### config.mk
export PLATFORM = sky130hd
export DESIGN_NAME = iomx_pin_mux
export DESIGN_NICKNAME = d
export VERILOG_FILES = /design/src/hw/iomx_pin_mux.v
export VERILOG_INCLUDE_DIRS = /design/src /design/src/hw
export SDC_FILE = /design/constraint.sdc
export NUM_CORES = 1
export LEC_CHECK = 0
export ABC_AREA = 1
export BUFFER_PORTS_ARGS = -buffer_cell sky130_fd_sc_hd__buf_2
export CAP_MARGIN = 15
export CORE_AREA = 4 4 501 503
export DETAILED_ROUTE_END_ITERATION = 7
export DIE_AREA = 0 0 505 507
export HOLD_SLACK_MARGIN = 0.05
export PLACE_DENSITY = 0.3
export REMOVE_ABC_BUFFERS = 1
export SYNTH_ARGS = -nofsm -noshare
export SYNTH_HDL_FRONTEND = slang
export SYNTH_SLANG_ARGS = --single-unit
### constraint.sdc
create_clock -name i_clk -period 2.05 [get_ports i_clk]
set_input_delay 0.3075 -clock i_clk [delete_from_list [all_inputs] [get_ports i_clk]]
set_output_delay 0.3075 -clock i_clk [all_outputs]
set_load 0.03 [all_outputs]
### src/hw/iomx_defines.vh
// Shared constants for the I/O pin function multiplexer
`ifndef IOMX_DEFINES_VH
`define IOMX_DEFINES_VH

// Line counts: port A 0..31, port B 32..47, port C 48..79
`define IOMX_NLINES 80
`define IOMX_PORTA_BASE 0
`define IOMX_PORTB_BASE 32
`define IOMX_PORTC_BASE 48
`define IOMX_SELW 3

// Peripheral function codes in each 3-bit selector
`define IOMX_FUNC_A 3'h0
`define IOMX_FUNC_B 3'h1
`define IOMX_FUNC_C 3'h2
`define IOMX_FUNC_D 3'h3
`define IOMX_FUNC_E 3'h4
`define IOMX_FUNC_F 3'h5
`define IOMX_FUNC_G 3'h6

// Fixed line positions
`define IOMX_LINE_OSC_IN 0
`define IOMX_LINE_OSC_OUT 1
`define IOMX_LINE_AIN0 4
`define IOMX_LINE_TRACE 23
`define IOMX_LINE_USB_DM 25
`define IOMX_LINE_USB_DP 26
`define IOMX_LINE_TWD 32
`define IOMX_LINE_TCK 40
`define IOMX_LINE_TMS 41
`define IOMX_LINE_TDI 42
`define IOMX_LINE_TDO 43

// Reset values of the pad control vectors
`define IOMX_RST_PULLUP 80'h0000_0000_0100_0000_0000
`define IOMX_RST_PULLDN 80'h0000_0000_0000_0000_0000
`define IOMX_RST_SLEW 80'hffff_ffff_ffff_ffff_ffff
`define IOMX_RST_OE_N 80'hffff_ffff_ffff_ffff_ffff
`define IOMX_RST_OUT 80'h0000_0000_0000_0000_0000

`endif

### src/hw/iomx_pin_mux.v
// Pin function multiplexer, JTAG takeover and pad defaults
`timescale 1ns/100ps
`default_nettype none
`include "iomx_defines.vh"

// Function
// - Trace enabled: trace unit drives serial trace on PA23, overriding everything.
// - After reset release, debug pins become JTAG on TCK rising edge.
// - TMS and TDI pull-ups enabled while the debug pins serve JTAG.
// - TCK pull-up stays enabled throughout reset.
// - JTAG disabled: debug pins act as normal GPIO or peripheral pins.
// - Two-wire lines drive open-drain; otherwise ordinary push-pull lines.
// - Every line has its own pull-up, pull-down and slew control.
// - On reset lines are inputs, pulls off except the TCK pull-up, slew limiting on.
// - Oscillator pins bypass the mux, routed only by system control.
// - Port B line 0 is line 32: A two-wire data, B serial rx.
// - Line 4: A analog input 0, B serial clock, C irq line 2.
// - Ports A 0..31, B 0..15, C 0..31, all bidirectional lines.
// - USB lines follow USB signalling when assigned, else normal I/O.
// - First GPIO interrupt output drives interrupt request line 25.
module iomx_pin_mux (
    // Clock and reset
    input wire i_clk,
    input wire i_resetn,
    // Package pads
    input wire [`IOMX_NLINES-1:0] i_pad_in,
    output reg [`IOMX_NLINES-1:0] o_pad_out,
    output reg [`IOMX_NLINES-1:0] o_pad_oe_n,
    output reg [`IOMX_NLINES-1:0] o_pad_pullup,
    output reg [`IOMX_NLINES-1:0] o_pad_pulldown,
    output reg [`IOMX_NLINES-1:0] o_pad_slew,
    // GPIO controller
    input wire [`IOMX_NLINES-1:0] i_gpio_out,
    input wire [`IOMX_NLINES-1:0] i_gpio_oe,
    input wire [`IOMX_NLINES-1:0] i_gpio_periph_en,
    input wire [`IOMX_NLINES*`IOMX_SELW-1:0] i_gpio_func_sel,
    input wire [`IOMX_NLINES-1:0] i_gpio_pullup,
    input wire [`IOMX_NLINES-1:0] i_gpio_pulldown,
    input wire [`IOMX_NLINES-1:0] i_gpio_slew,
    output reg [`IOMX_NLINES-1:0] o_gpio_in,
    input wire i_gpio_irq0,
    // Interrupt controller
    output reg o_irq_line25,
    // Trace unit
    input wire i_trace_en,
    input wire i_trace_swo,
    // Debug port
    input wire i_jtag_enable,
    input wire i_jtag_tdo,
    input wire i_jtag_tdo_oe,
    output reg o_jtag_active,
    output reg o_jtag_tck,
    output reg o_jtag_tms,
    output reg o_jtag_tdi,
    // System control oscillator routing
    input wire i_main_osc_route,
    input wire i_main_osc_out,
    output reg o_main_osc_in,
    // USB controller
    input wire i_usb_en,
    input wire i_usb_dp_out,
    input wire i_usb_dm_out,
    input wire i_usb_oe,
    output reg o_usb_dp_in,
    output reg o_usb_dm_in,
    // Two-wire unit 1
    input wire i_two_wire_data_out,
    input wire i_two_wire_data_oe,
    output reg o_two_wire_data_in,
    // Serial port 0
    input wire i_serial_port0_clk_out,
    input wire i_serial_port0_clk_oe,
    output reg o_serial_port0_clk_in,
    output reg o_serial_port0_rxd,
    // Analog front end and external interrupt controller
    output reg o_analog_input0_sel,
    output reg o_ext_irq_line2
);

    // Two-stage pad synchroniser; only pad_sync is read by logic
    reg [`IOMX_NLINES-1:0] pad_meta;
    reg [`IOMX_NLINES-1:0] pad_sync;

    // Debug takeover state
    reg tck_prev;
    reg tck_rise;
    reg jtag_active;

    // Combinational pad controls, registered below
    reg [`IOMX_NLINES-1:0] next_out;
    reg [`IOMX_NLINES-1:0] next_drv;
    reg [`IOMX_NLINES-1:0] next_pullup;

    // Decoded function slots
    reg sel_twd_a;
    reg sel_rxd_b;
    reg sel_ain0_a;
    reg sel_clk_b;
    reg sel_irq2_c;
    integer i;

    // Selector field of one line
    // Three bits per line, line 0 in the lowest bits
    function [`IOMX_SELW-1:0] line_sel;
        input [`IOMX_NLINES*`IOMX_SELW-1:0] sels;
        input integer line;
        begin
            line_sel = sels[line*`IOMX_SELW +: `IOMX_SELW];
        end
    endfunction

    // True when a line is handed to a peripheral with the given function
    function periph_func;
        input [`IOMX_NLINES-1:0] en;
        input [`IOMX_NLINES*`IOMX_SELW-1:0] sels;
        input integer line;
        input [`IOMX_SELW-1:0] func;
        begin
            periph_func = en[line] && (line_sel(sels, line) == func);
        end
    endfunction

    // Decoded function slots actually populated on this block
    always @* begin
        // Synchronised TCK low last cycle and high now
        tck_rise = !tck_prev && pad_sync[`IOMX_LINE_TCK];
        sel_twd_a = periph_func(i_gpio_periph_en, i_gpio_func_sel,
            `IOMX_LINE_TWD, `IOMX_FUNC_A);
        sel_rxd_b = periph_func(i_gpio_periph_en, i_gpio_func_sel,
            `IOMX_LINE_TWD, `IOMX_FUNC_B);
        sel_ain0_a = periph_func(i_gpio_periph_en, i_gpio_func_sel,
            `IOMX_LINE_AIN0, `IOMX_FUNC_A);
        sel_clk_b = periph_func(i_gpio_periph_en, i_gpio_func_sel,
            `IOMX_LINE_AIN0, `IOMX_FUNC_B);
        sel_irq2_c = periph_func(i_gpio_periph_en, i_gpio_func_sel,
            `IOMX_LINE_AIN0, `IOMX_FUNC_C);
    end

    // Pad drive resolution, lowest priority first so later wins
    // Order: slot, USB, JTAG, oscillator, trace
    always @* begin
        next_out = `IOMX_RST_OUT;
        next_drv = `IOMX_RST_OUT;
        next_pullup = i_gpio_pullup;
        for (i = 0; i < `IOMX_NLINES; i = i + 1) begin
            if (!i_gpio_periph_en[i]) begin
                // Plain GPIO: controller owns value and enable
                next_out[i] = i_gpio_out[i];
                next_drv[i] = i_gpio_oe[i];
            end
            // A peripheral slot with nothing behind it stays undriven
        end

        // Two-wire data: only ever pulls low, never drives high
        if (sel_twd_a) begin
            next_out[`IOMX_LINE_TWD] = 1'b0;
            next_drv[`IOMX_LINE_TWD] = i_two_wire_data_oe &
                ~i_two_wire_data_out;
        end

        // Serial port 0 clock is push-pull on line 4 function B
        if (sel_clk_b) begin
            next_out[`IOMX_LINE_AIN0] = i_serial_port0_clk_out;
            next_drv[`IOMX_LINE_AIN0] = i_serial_port0_clk_oe;
        end

        // USB lines belong to the USB controller while it is enabled
        if (i_usb_en) begin
            next_out[`IOMX_LINE_USB_DP] = i_usb_dp_out;
            next_out[`IOMX_LINE_USB_DM] = i_usb_dm_out;
            next_drv[`IOMX_LINE_USB_DP] = i_usb_oe;
            next_drv[`IOMX_LINE_USB_DM] = i_usb_oe;
        end

        // Debug port takeover; released again once JTAG is disabled
        // TCK, TMS and TDI turn inputs; TDO follows the debug port
        if (jtag_active) begin
            next_drv[`IOMX_LINE_TCK] = 1'b0;
            next_drv[`IOMX_LINE_TMS] = 1'b0;
            next_drv[`IOMX_LINE_TDI] = 1'b0;
            next_out[`IOMX_LINE_TDO] = i_jtag_tdo;
            next_drv[`IOMX_LINE_TDO] = i_jtag_tdo_oe;
            next_pullup[`IOMX_LINE_TMS] = 1'b1;
            next_pullup[`IOMX_LINE_TDI] = 1'b1;
        end

        // Oscillator routing sits outside the function selectors
        if (i_main_osc_route) begin
            next_drv[`IOMX_LINE_OSC_IN] = 1'b0;
            next_out[`IOMX_LINE_OSC_IN] = 1'b0;
            next_out[`IOMX_LINE_OSC_OUT] = i_main_osc_out;
            next_drv[`IOMX_LINE_OSC_OUT] = 1'b1;
        end

        // Trace wins over every other owner of its line
        if (i_trace_en) begin
            next_out[`IOMX_LINE_TRACE] = i_trace_swo;
            next_drv[`IOMX_LINE_TRACE] = 1'b1;
        end
    end

    // Input synchroniser for all 80 pads of ports A, B and C
    always @(posedge i_clk) begin
        if (!i_resetn) begin
            // TCK starts high as its reset pull-up holds it, so the
            // first samples after release never fake a rising edge
            pad_meta <= `IOMX_RST_PULLUP;
            pad_sync <= `IOMX_RST_PULLUP;
        end else begin
            pad_meta <= i_pad_in;
            pad_sync <= pad_meta;
        end
    end

    // JTAG takeover on a synchronised TCK rising edge after reset
    // Enable low drops the takeover, handing the pins back to the mux
    always @(posedge i_clk) begin
        if (!i_resetn) begin
            tck_prev <= 1'b1;
            jtag_active <= 1'b0;
        end else begin
            tck_prev <= pad_sync[`IOMX_LINE_TCK];
            if (!i_jtag_enable) begin
                jtag_active <= 1'b0;
            end else if (tck_rise) begin
                jtag_active <= 1'b1;
            end
        end
    end

    // Registered pad controls; reset leaves every line a quiet input
    // Pulldown and slew pass straight from the GPIO controller
    always @(posedge i_clk) begin
        if (!i_resetn) begin
            o_pad_out <= `IOMX_RST_OUT;
            o_pad_oe_n <= `IOMX_RST_OE_N;
            o_pad_pullup <= `IOMX_RST_PULLUP;
            o_pad_pulldown <= `IOMX_RST_PULLDN;
            o_pad_slew <= `IOMX_RST_SLEW;
        end else begin
            o_pad_out <= next_out;
            o_pad_oe_n <= ~next_drv; // Low while driving
            o_pad_pullup <= next_pullup;
            o_pad_pulldown <= i_gpio_pulldown;
            o_pad_slew <= i_gpio_slew;
        end
    end

    // Inputs fanned out to the GPIO controller and peripherals
    always @(posedge i_clk) begin
        if (!i_resetn) begin
            o_gpio_in <= `IOMX_RST_OUT;
            o_irq_line25 <= 1'b0;
            o_jtag_active <= 1'b0;
            o_jtag_tck <= 1'b0;
            o_jtag_tms <= 1'b0;
            o_jtag_tdi <= 1'b0;
            o_main_osc_in <= 1'b0;
            o_usb_dp_in <= 1'b0;
            o_usb_dm_in <= 1'b0;
            o_two_wire_data_in <= 1'b1;
            o_serial_port0_clk_in <= 1'b0;
            o_serial_port0_rxd <= 1'b1;
            o_analog_input0_sel <= 1'b0;
            o_ext_irq_line2 <= 1'b0;
        end else begin
            // GPIO always sees the pad, even on an empty slot
            o_gpio_in <= pad_sync;
            o_irq_line25 <= i_gpio_irq0;
            o_jtag_active <= jtag_active;

            // Debug inputs read as idle unless JTAG owns the pins
            o_jtag_tck <= jtag_active & pad_sync[`IOMX_LINE_TCK];
            o_jtag_tms <= jtag_active & pad_sync[`IOMX_LINE_TMS];
            o_jtag_tdi <= jtag_active & pad_sync[`IOMX_LINE_TDI];
            // Oscillator input only while the routing selects it
            o_main_osc_in <= i_main_osc_route &
                pad_sync[`IOMX_LINE_OSC_IN];
            // USB receive only while USB owns its lines
            o_usb_dp_in <= i_usb_en & pad_sync[`IOMX_LINE_USB_DP];
            o_usb_dm_in <= i_usb_en & pad_sync[`IOMX_LINE_USB_DM];

            // Idle-high buses read high when not routed
            o_two_wire_data_in <= ~sel_twd_a |
                pad_sync[`IOMX_LINE_TWD];
            o_serial_port0_rxd <= ~sel_rxd_b |
                pad_sync[`IOMX_LINE_TWD];
            // Line 4 inputs follow the selected function
            o_serial_port0_clk_in <= sel_clk_b &
                pad_sync[`IOMX_LINE_AIN0];
            o_analog_input0_sel <= sel_ain0_a;
            o_ext_irq_line2 <= sel_irq2_c &
                pad_sync[`IOMX_LINE_AIN0];
        end
    end

endmodule
`default_nettype wire

# Word-level counts from Yosys, hierarchy flattened

Index checks and enable logic that the tools add are counted.

Multiplexer cells: 99
Reductions and logical operators: 84
Equality and inequality tests: 3
Bitwise logic cells: 16

Operators with widths:

| cell                                                             | number |
|---|---|
| 2-bit OR reduction                                               | 72 |
| 1-bit two-way mux                                                | 93 |
| 80-bit NOT                                                       | 1 |
| 2-bit two-way mux                                                | 5 |
| 1-bit AND                                                        | 9 |
| 3-bit by 1-bit == test with 1-bit output (second input constant) | 2 |
| 1-bit logical AND                                                | 6 |
| 3-bit zero test                                                  | 2 |
| 3-bit OR reduction                                               | 2 |
| 4-bit two-way mux                                                | 1 |
| 1-bit NOT                                                        | 4 |
| 3-bit by 2-bit == test with 1-bit output (second input constant) | 1 |
| 1-bit OR                                                         | 2 |
| 2-bit AND reduction                                              | 1 |
| 1-bit zero test                                                  | 1 |

Output and inout bits: 493
Input bits: 818
Logic and storage cells: 299
Bits in registers: 655

# Logic depth before layout (Yosys ltp)

Gate-level depths: netlist (run 1).

Depth in word-level cells: 4
Depth in mapped cells: 6

# Least setup slack after synthesis (run 1)

OpenSTA, ideal clock, no wires.

Path type: input to register
Start: input i_resetn
End: register jtag_active
Cell stages on the path: 5
Slack: 1117 ps
Arrival time: 818 ps
Buffers on the path: 2
Path through: buf_6 > buf_8 > nand2_2 > nor2_1 > o21a_1

Cells in the longest elaborated chain, start to end: 1

RTL lines:

| element                              | RTL line           | source |
|---|---|---|
| from (decl)                          | iomx_pin_mux.v:24  | `input wire i_resetn,` |
| 2-bit AND reduction (no source line) | --                 |  |
| to (signal assigned)                 | iomx_pin_mux.v:220 | `jtag_active <= 1'b0;` |
| to (signal assigned)                 | iomx_pin_mux.v:224 | `jtag_active <= 1'b0;` |
| to (signal assigned)                 | iomx_pin_mux.v:226 | `jtag_active <= 1'b1;` |
| to (decl)                            | iomx_pin_mux.v:87  | `reg jtag_active;` |

Every way passes these cells.
A chain may end at the register's enable or synchronous reset.

# Worst setup path after layout (run 1)

Start: register jtag_active
End: register o_pad_out[43]

Cells in the longest elaborated chain, start to end: 1

RTL lines:

| element              | RTL line           | source |
|---|---|---|
| 1-bit two-way mux    | iomx_pin_mux.v:177 | `if (jtag_active) begin` |
| to (signal assigned) | iomx_pin_mux.v:235 | `` o_pad_out <= `IOMX_RST_OUT; `` |
| to (signal assigned) | iomx_pin_mux.v:241 | `o_pad_out <= next_out;` |
| to (decl)            | iomx_pin_mux.v:27  | `` output reg [`IOMX_NLINES-1:0] o_pad_out, `` |

Every way passes these cells.

==> results of run 1 <==
## stage by stage
step / util, % / std cells / hold WS (ns) / power (mW) / cell area, sq um
global placement: 11.4 / 6172 / 0.395 / 17.2 / 28000
floorplan: - / 1839 / 0.375 / 15.1 / 18100
finish: 15.3 / 7017 / 0.179 / 33.7 / 37700
global route: 15.3 / 7010 / 0.111 / 35.5 / 37700
CTS: 15.3 / 7006 / 0.0566 / 34.9 / 37600
detailed placement: 11.4 / 6172 / 0.395 / 17.1 / 28000
## final cells by class
type	instances	area share, %
multi-input combinational	733	8.85
timing repair buffer	1784	33.3
inverter	451	4.50
antenna	11	0.0730
clock buffer	126	6.88
sequential	655	34.8
tap	3220	10.7
clock inverter	37	0.920
## metal layers
metal | global-route usage [%] | up-vias
met5 | 0 | -
met2 | 16.4 | 969
met4 | 3.03 | 14
met1 | 11.2 | 8593
li1 | - | 9086
met3 | 6.48 | 218
## cell usage after synthesis (3+ instances only)
master / number / area share (%)
nand2_1: 457 / 9.1
and3_1: 40 / 1.3
clkbuf_1: 11 / 0.22
nand3_1: 46 / 1.2
buf_2: 4 / 0.11
inv_1: 449 / 9.0
a21oi_1: 5 / 0.13
buf_6: 40 / 2.4
dfxtp_1: 655 / 70
nor3b_1: 23 / 0.92
or2_2: 82 / 2.7
nor3b_2: 10 / 0.67
nor2_1: 55 / 1.1
o21ai_0: 3 / 0.080
buf_4: 14 / 0.56
## flip-flops by register name (all words and copies together) (netlist names), 80 cells and up
register	cells
pad_sync	80
pad_meta	80
o_pad_pulldown	80
o_pad_pullup	80
o_pad_oe_n	80
o_pad_slew	80
o_pad_out	80
o_gpio_in	80
## path summary, 6_finish.rpt
check,from,to,slack (ns),depth (start not counted)
worst max-delay path,jtag_active,o_pad_out[43],0.07,6
worst min-delay path,i_resetn,o_pad_pulldown[34],0.18,4
worst max register to register,jtag_active,o_pad_out[43],0.07,6
worst min register to register,pad_sync[67],o_gpio_in[67],0.38,2
## timing repair
action                     in CTS  in global routing
setup endpoints to repair       3                  1
hold buffers                  671                  0
gates cloned                    0                  1
pin swaps                       0                  0
resized for setup               3                  0
hold endpoints to repair      500                  0
## worst max-delay path: cells and delay by family, from the launching register on
kind                   cells  cell delay, ns
and+or+nand+nor            3            0.20
buffers and inverters      3            1.29
DFF                        1            0.37
## report_power, final
group	switching (mW)	internal, mW
Sequential	0.183	13.3
Clock	6.66	9.25
Combinational	2.50	1.80
## kinds of logic after synthesis
kind of cell / share of synthesized area [%]
and+or+nand+nor: 17.5
DFF: 69.8
buffers and inverters: 12.4
AOI/OAI and AO/OA: 0.313
==> results.toml, run 1 <==
[timing]
drv_slew = 0
slew_headroom_pct = 38.1
worst_pin_slew_ns = 0.925
fin_tns_setup_ns = 0
hold_viol = 0
layout_setup_ws_ns = 0.0713
setup_viol = 0
min_period_ns = 1.98
finClkSkew_ns = 0.0438
rsz0062_at_grt = "false"
final.period_utilization_pct = 96.5
fmax_mhz = 505

[yosys]
synth_flop_cell = "dfxtp_1"
synthArstFlopShare_pct = 0
synth_edf_count = 0
ys_warn_count = 0
syn_area_sq_mm = 0.0188
synth_seq_cells = 655
ys_seq_area_share_pct = 69.8
ys_types = 28
syn_area_per_cell_sq_um = 9.83
synthCells = 1909

[placed_design]
io_buffers = 1076
place_ws_ns = 0.0823
dp_hpwl_microns = 113000
place_congestion = 0.879

[worst_setup_path]
critPathCaptureType = "flip-flop"
critPathLaunchType = "flip-flop"
crit_chain = "nor2_2 > buf_4 > nand3_1 > dlygate4sd3_1 > nand2_1 > dlygate4sd3_1"
cpMostUsedCell = "dlygate4sd3_1"
worst_path_largest_cell_delay_ns = 0.57
crit_type = "reg2reg"
crit_fanout = 4
cpMaxStageDelayCell = "dlygate4sd3_1"
cp.arrival_ns = 2.52
required_ns = 2.60

[cts]
numCtsBuffers = 93
cts_root_buffer = "clkbuf_16"
cts_tree = "yes"
cts_sinks = 655
path_clk_slew_ns = 0.06
clk_latency_ns = 0.71
htreeDepth = 3
clock_path_buffers = 3
post_cts_buffers = 0

[drt]
wl_per_cell_microns = 19.4
ant_nets = 0
drt-initial-drc-count = 692
vias = 18900
highest_layer = "met5"
via_per_inst = 2.69
routed-wl-met2_microns = 60400
drt-total-wl_microns = 136000
first_pass_iters = 4
dr_wl_met3_microns = 19800
drt_drc_violations_left = 0
met1Wirelength_microns = 52200

[floorplanning]
dieArea_sq_mm = 0.256
die_y_microns = 507
core_area_sq_mm = 0.246
ios = 1311
start_util_pct = 7.63
rows = 182
die_x_microns = 505

[finish]
area_growth_pct = 101
final_common_cell = "buf_2"
fin_nets = 4536
layout_common_cells = "1073 x buf_2, 670 x dlygate4sd3_1, 654 x dfxtp_1"
regArea_sq_mm = 0.0131
fillers = 28000
drive_above_1_share_pct = 35.8
multi_input_area_sq_mm = 0.00334

[global_routing]
grt_overflow_total = 0
antenna_found_initial = 50
grt_pass1_vias = 20500
grt_usage_pct = 10.3
grt_pass1_wl_microns = 177000
grt_max_degree = 76

[power]
irDropWorstVdd_uv = 567
power_density_mw_per_mm2 = 895
power.leakage_nw = 19.3

[flow_run]
max_cap_violations = 0

[status]
outcome = "completed"

[hold_path]
hold_path_class = "in2reg"
Note: power is estimated with default switching activity, not from simulation.
==> run 2, diff against run 1 <==
CELL_PAD_IN_SITES_DETAIL_PLACEMENT = 1   (was default)
CELL_PAD_IN_SITES_GLOBAL_PLACEMENT = 1   (was default)
CORE_AREA = 4 4 506 508   (was 4 4 501 503)
DIE_AREA = 0 0 510 512   (was 0 0 505 507)
PLACE_DENSITY = 0.34   (was 0.3)
==> results.toml, run 2 (synthesized netlist as in run 1, its figures left out) <==
[timing]
final.period_utilization_pct = 95.0
worst_pin_slew_ns = 0.625
holdWs_ns = 0.310
setup_viol = 0
layout_setup_ws_ns = 0.102
fin_tns_setup_ns = 0
fmax_mhz = 513
drv_slew = 0
finClkSkew_ns = 0.0150
rsz0062_at_grt = "false"
min_period_ns = 1.95
slew_headroom_pct = 58.2
hold_viol = 0

[worst_setup_path]
cp.arrival_ns = 2.53
critPathCaptureType = "flip-flop"
critPathLaunchType = "input port"
required_ns = 2.63
crit_chain = "dlygate4sd3_1 > buf_8 > inv_6 > buf_12 > buf_4 > nor2_1 > nand2_1 > dlygate4sd3_1"
crit_fanout = 35
crit_type = "in2reg"
cpMaxStageDelayCell = "dlygate4sd3_1"
cpMostUsedCell = "dlygate4sd3_1"
worst_path_largest_cell_delay_ns = 0.59

[cts]
htreeDepth = 3
post_cts_buffers = 0
cts_root_buffer = "clkbuf_16"
clk_latency_ns = 0.70
path_clk_slew_ns = 0.06
numCtsBuffers = 94
clock_path_buffers = 3
cts_tree = "yes"
cts_sinks = 655

[drt]
drt_drc_violations_left = 0
vias = 19100
ant_nets = 0
drt-initial-drc-count = 412
drt-total-wl_microns = 150000
via_per_inst = 2.67
first_pass_iters = 4
wl_per_cell_microns = 21.0

[global_routing]
grt_overflow_total = 0
grt_usage_pct = 11.1
grt_pass1_wl_microns = 193000
grt_pass1_vias = 21600
antenna_found_initial = 58
grt_max_degree = 95

[placed_design]
dp_hpwl_microns = 127000
place_ws_ns = 0.208
place_congestion = 0.853
io_buffers = 1076

[finish]
final_common_cell = "buf_2"
layout_common_cells = "1075 x buf_2, 658 x dlygate4sd3_1, 655 x dfxtp_1"
drive_above_1_share_pct = 36.3
area_growth_pct = 103
fin_nets = 4529
final_util_pct = 15.2

[floorplanning]
dieArea_sq_mm = 0.261
core_area_sq_mm = 0.251
die_x_microns = 510
rows = 184
ios = 1311
die_y_microns = 512
start_util_pct = 7.47

[power]
power_mw = 35.6
power.leakage_nw = 19.5
irDropWorstVdd_uv = 550
power_density_mw_per_mm2 = 935

[flow_run]
max_cap_violations = 0

[hold_path]
hold_path_class = "in2reg"

[status]
outcome = "completed"
run 2: final cells by class:
cell class	count	area [sq um]
Clock buffer	134	2760
Fill cell	29700	213000
Antenna cell	14	35.0
Timing Repair Buffer	1776	12400
Sequential cell	655	13100
Inverter	451	1700
Multi-Input combinational cell	733	3340
Clock inverter	37	533
Tap cell	3348	4190
run 2: repair_timing:
action	CTS	global route
hold buffers	659	0
gates resized for setup	0	0
hold endpoints to repair	492	0
endpoints found under the setup margin	0	1
run 2: worst paths after layout:
check	start	slack (ns)	to	cells after the start
worst max register to register	jtag_active	0.64	o_pad_oe_n[43]	3
worst min register to register	pad_sync[20]	0.40	o_gpio_in[20]	2
worst max-delay path	i_resetn	0.10	o_pad_oe_n[36]	8
worst min-delay path	i_gpio_slew[10]	0.31	o_pad_slew[10]	3
run 2: report_power, final:
part           leakage, nW  total [mW]  internal, mW  switching [mW]
registers             5.42        13.5          13.3           0.188
logic                 12.5        4.36          1.77            2.59
clock network         1.63        17.7          10.9            6.87
run 2: critical path: cells and delay by family:
kind	cells	cell delay [ns]
AND/OR/NAND/NOR	2	0.20
buffers and inverters	6	1.94
run 2: metrics by stage:
step / area [sq um] / instances
2_1_floorplan: 18100 / 1839
3_3_place_gp: 28200 / 6305
3_5_place_dp: 28200 / 6305
4_1_cts: 38000 / 7135
5_1_grt: 38000 / 7138
6_report: 38100 / 7148
run 2: routing by layer:
| metal | routed length [microns] | global-route usage (%) | vias to the layer above |
|---|---|---|---|
| li1 | - | - | 9075 |
| met1 | 53500 | 11.1 | 8821 |
| met2 | 71400 | 19.3 | 970 |
| met3 | 20700 | 6.62 | 212 |
| met4 | 4390 | 3.29 | 6 |
| met5 | 39 | 0 | - |
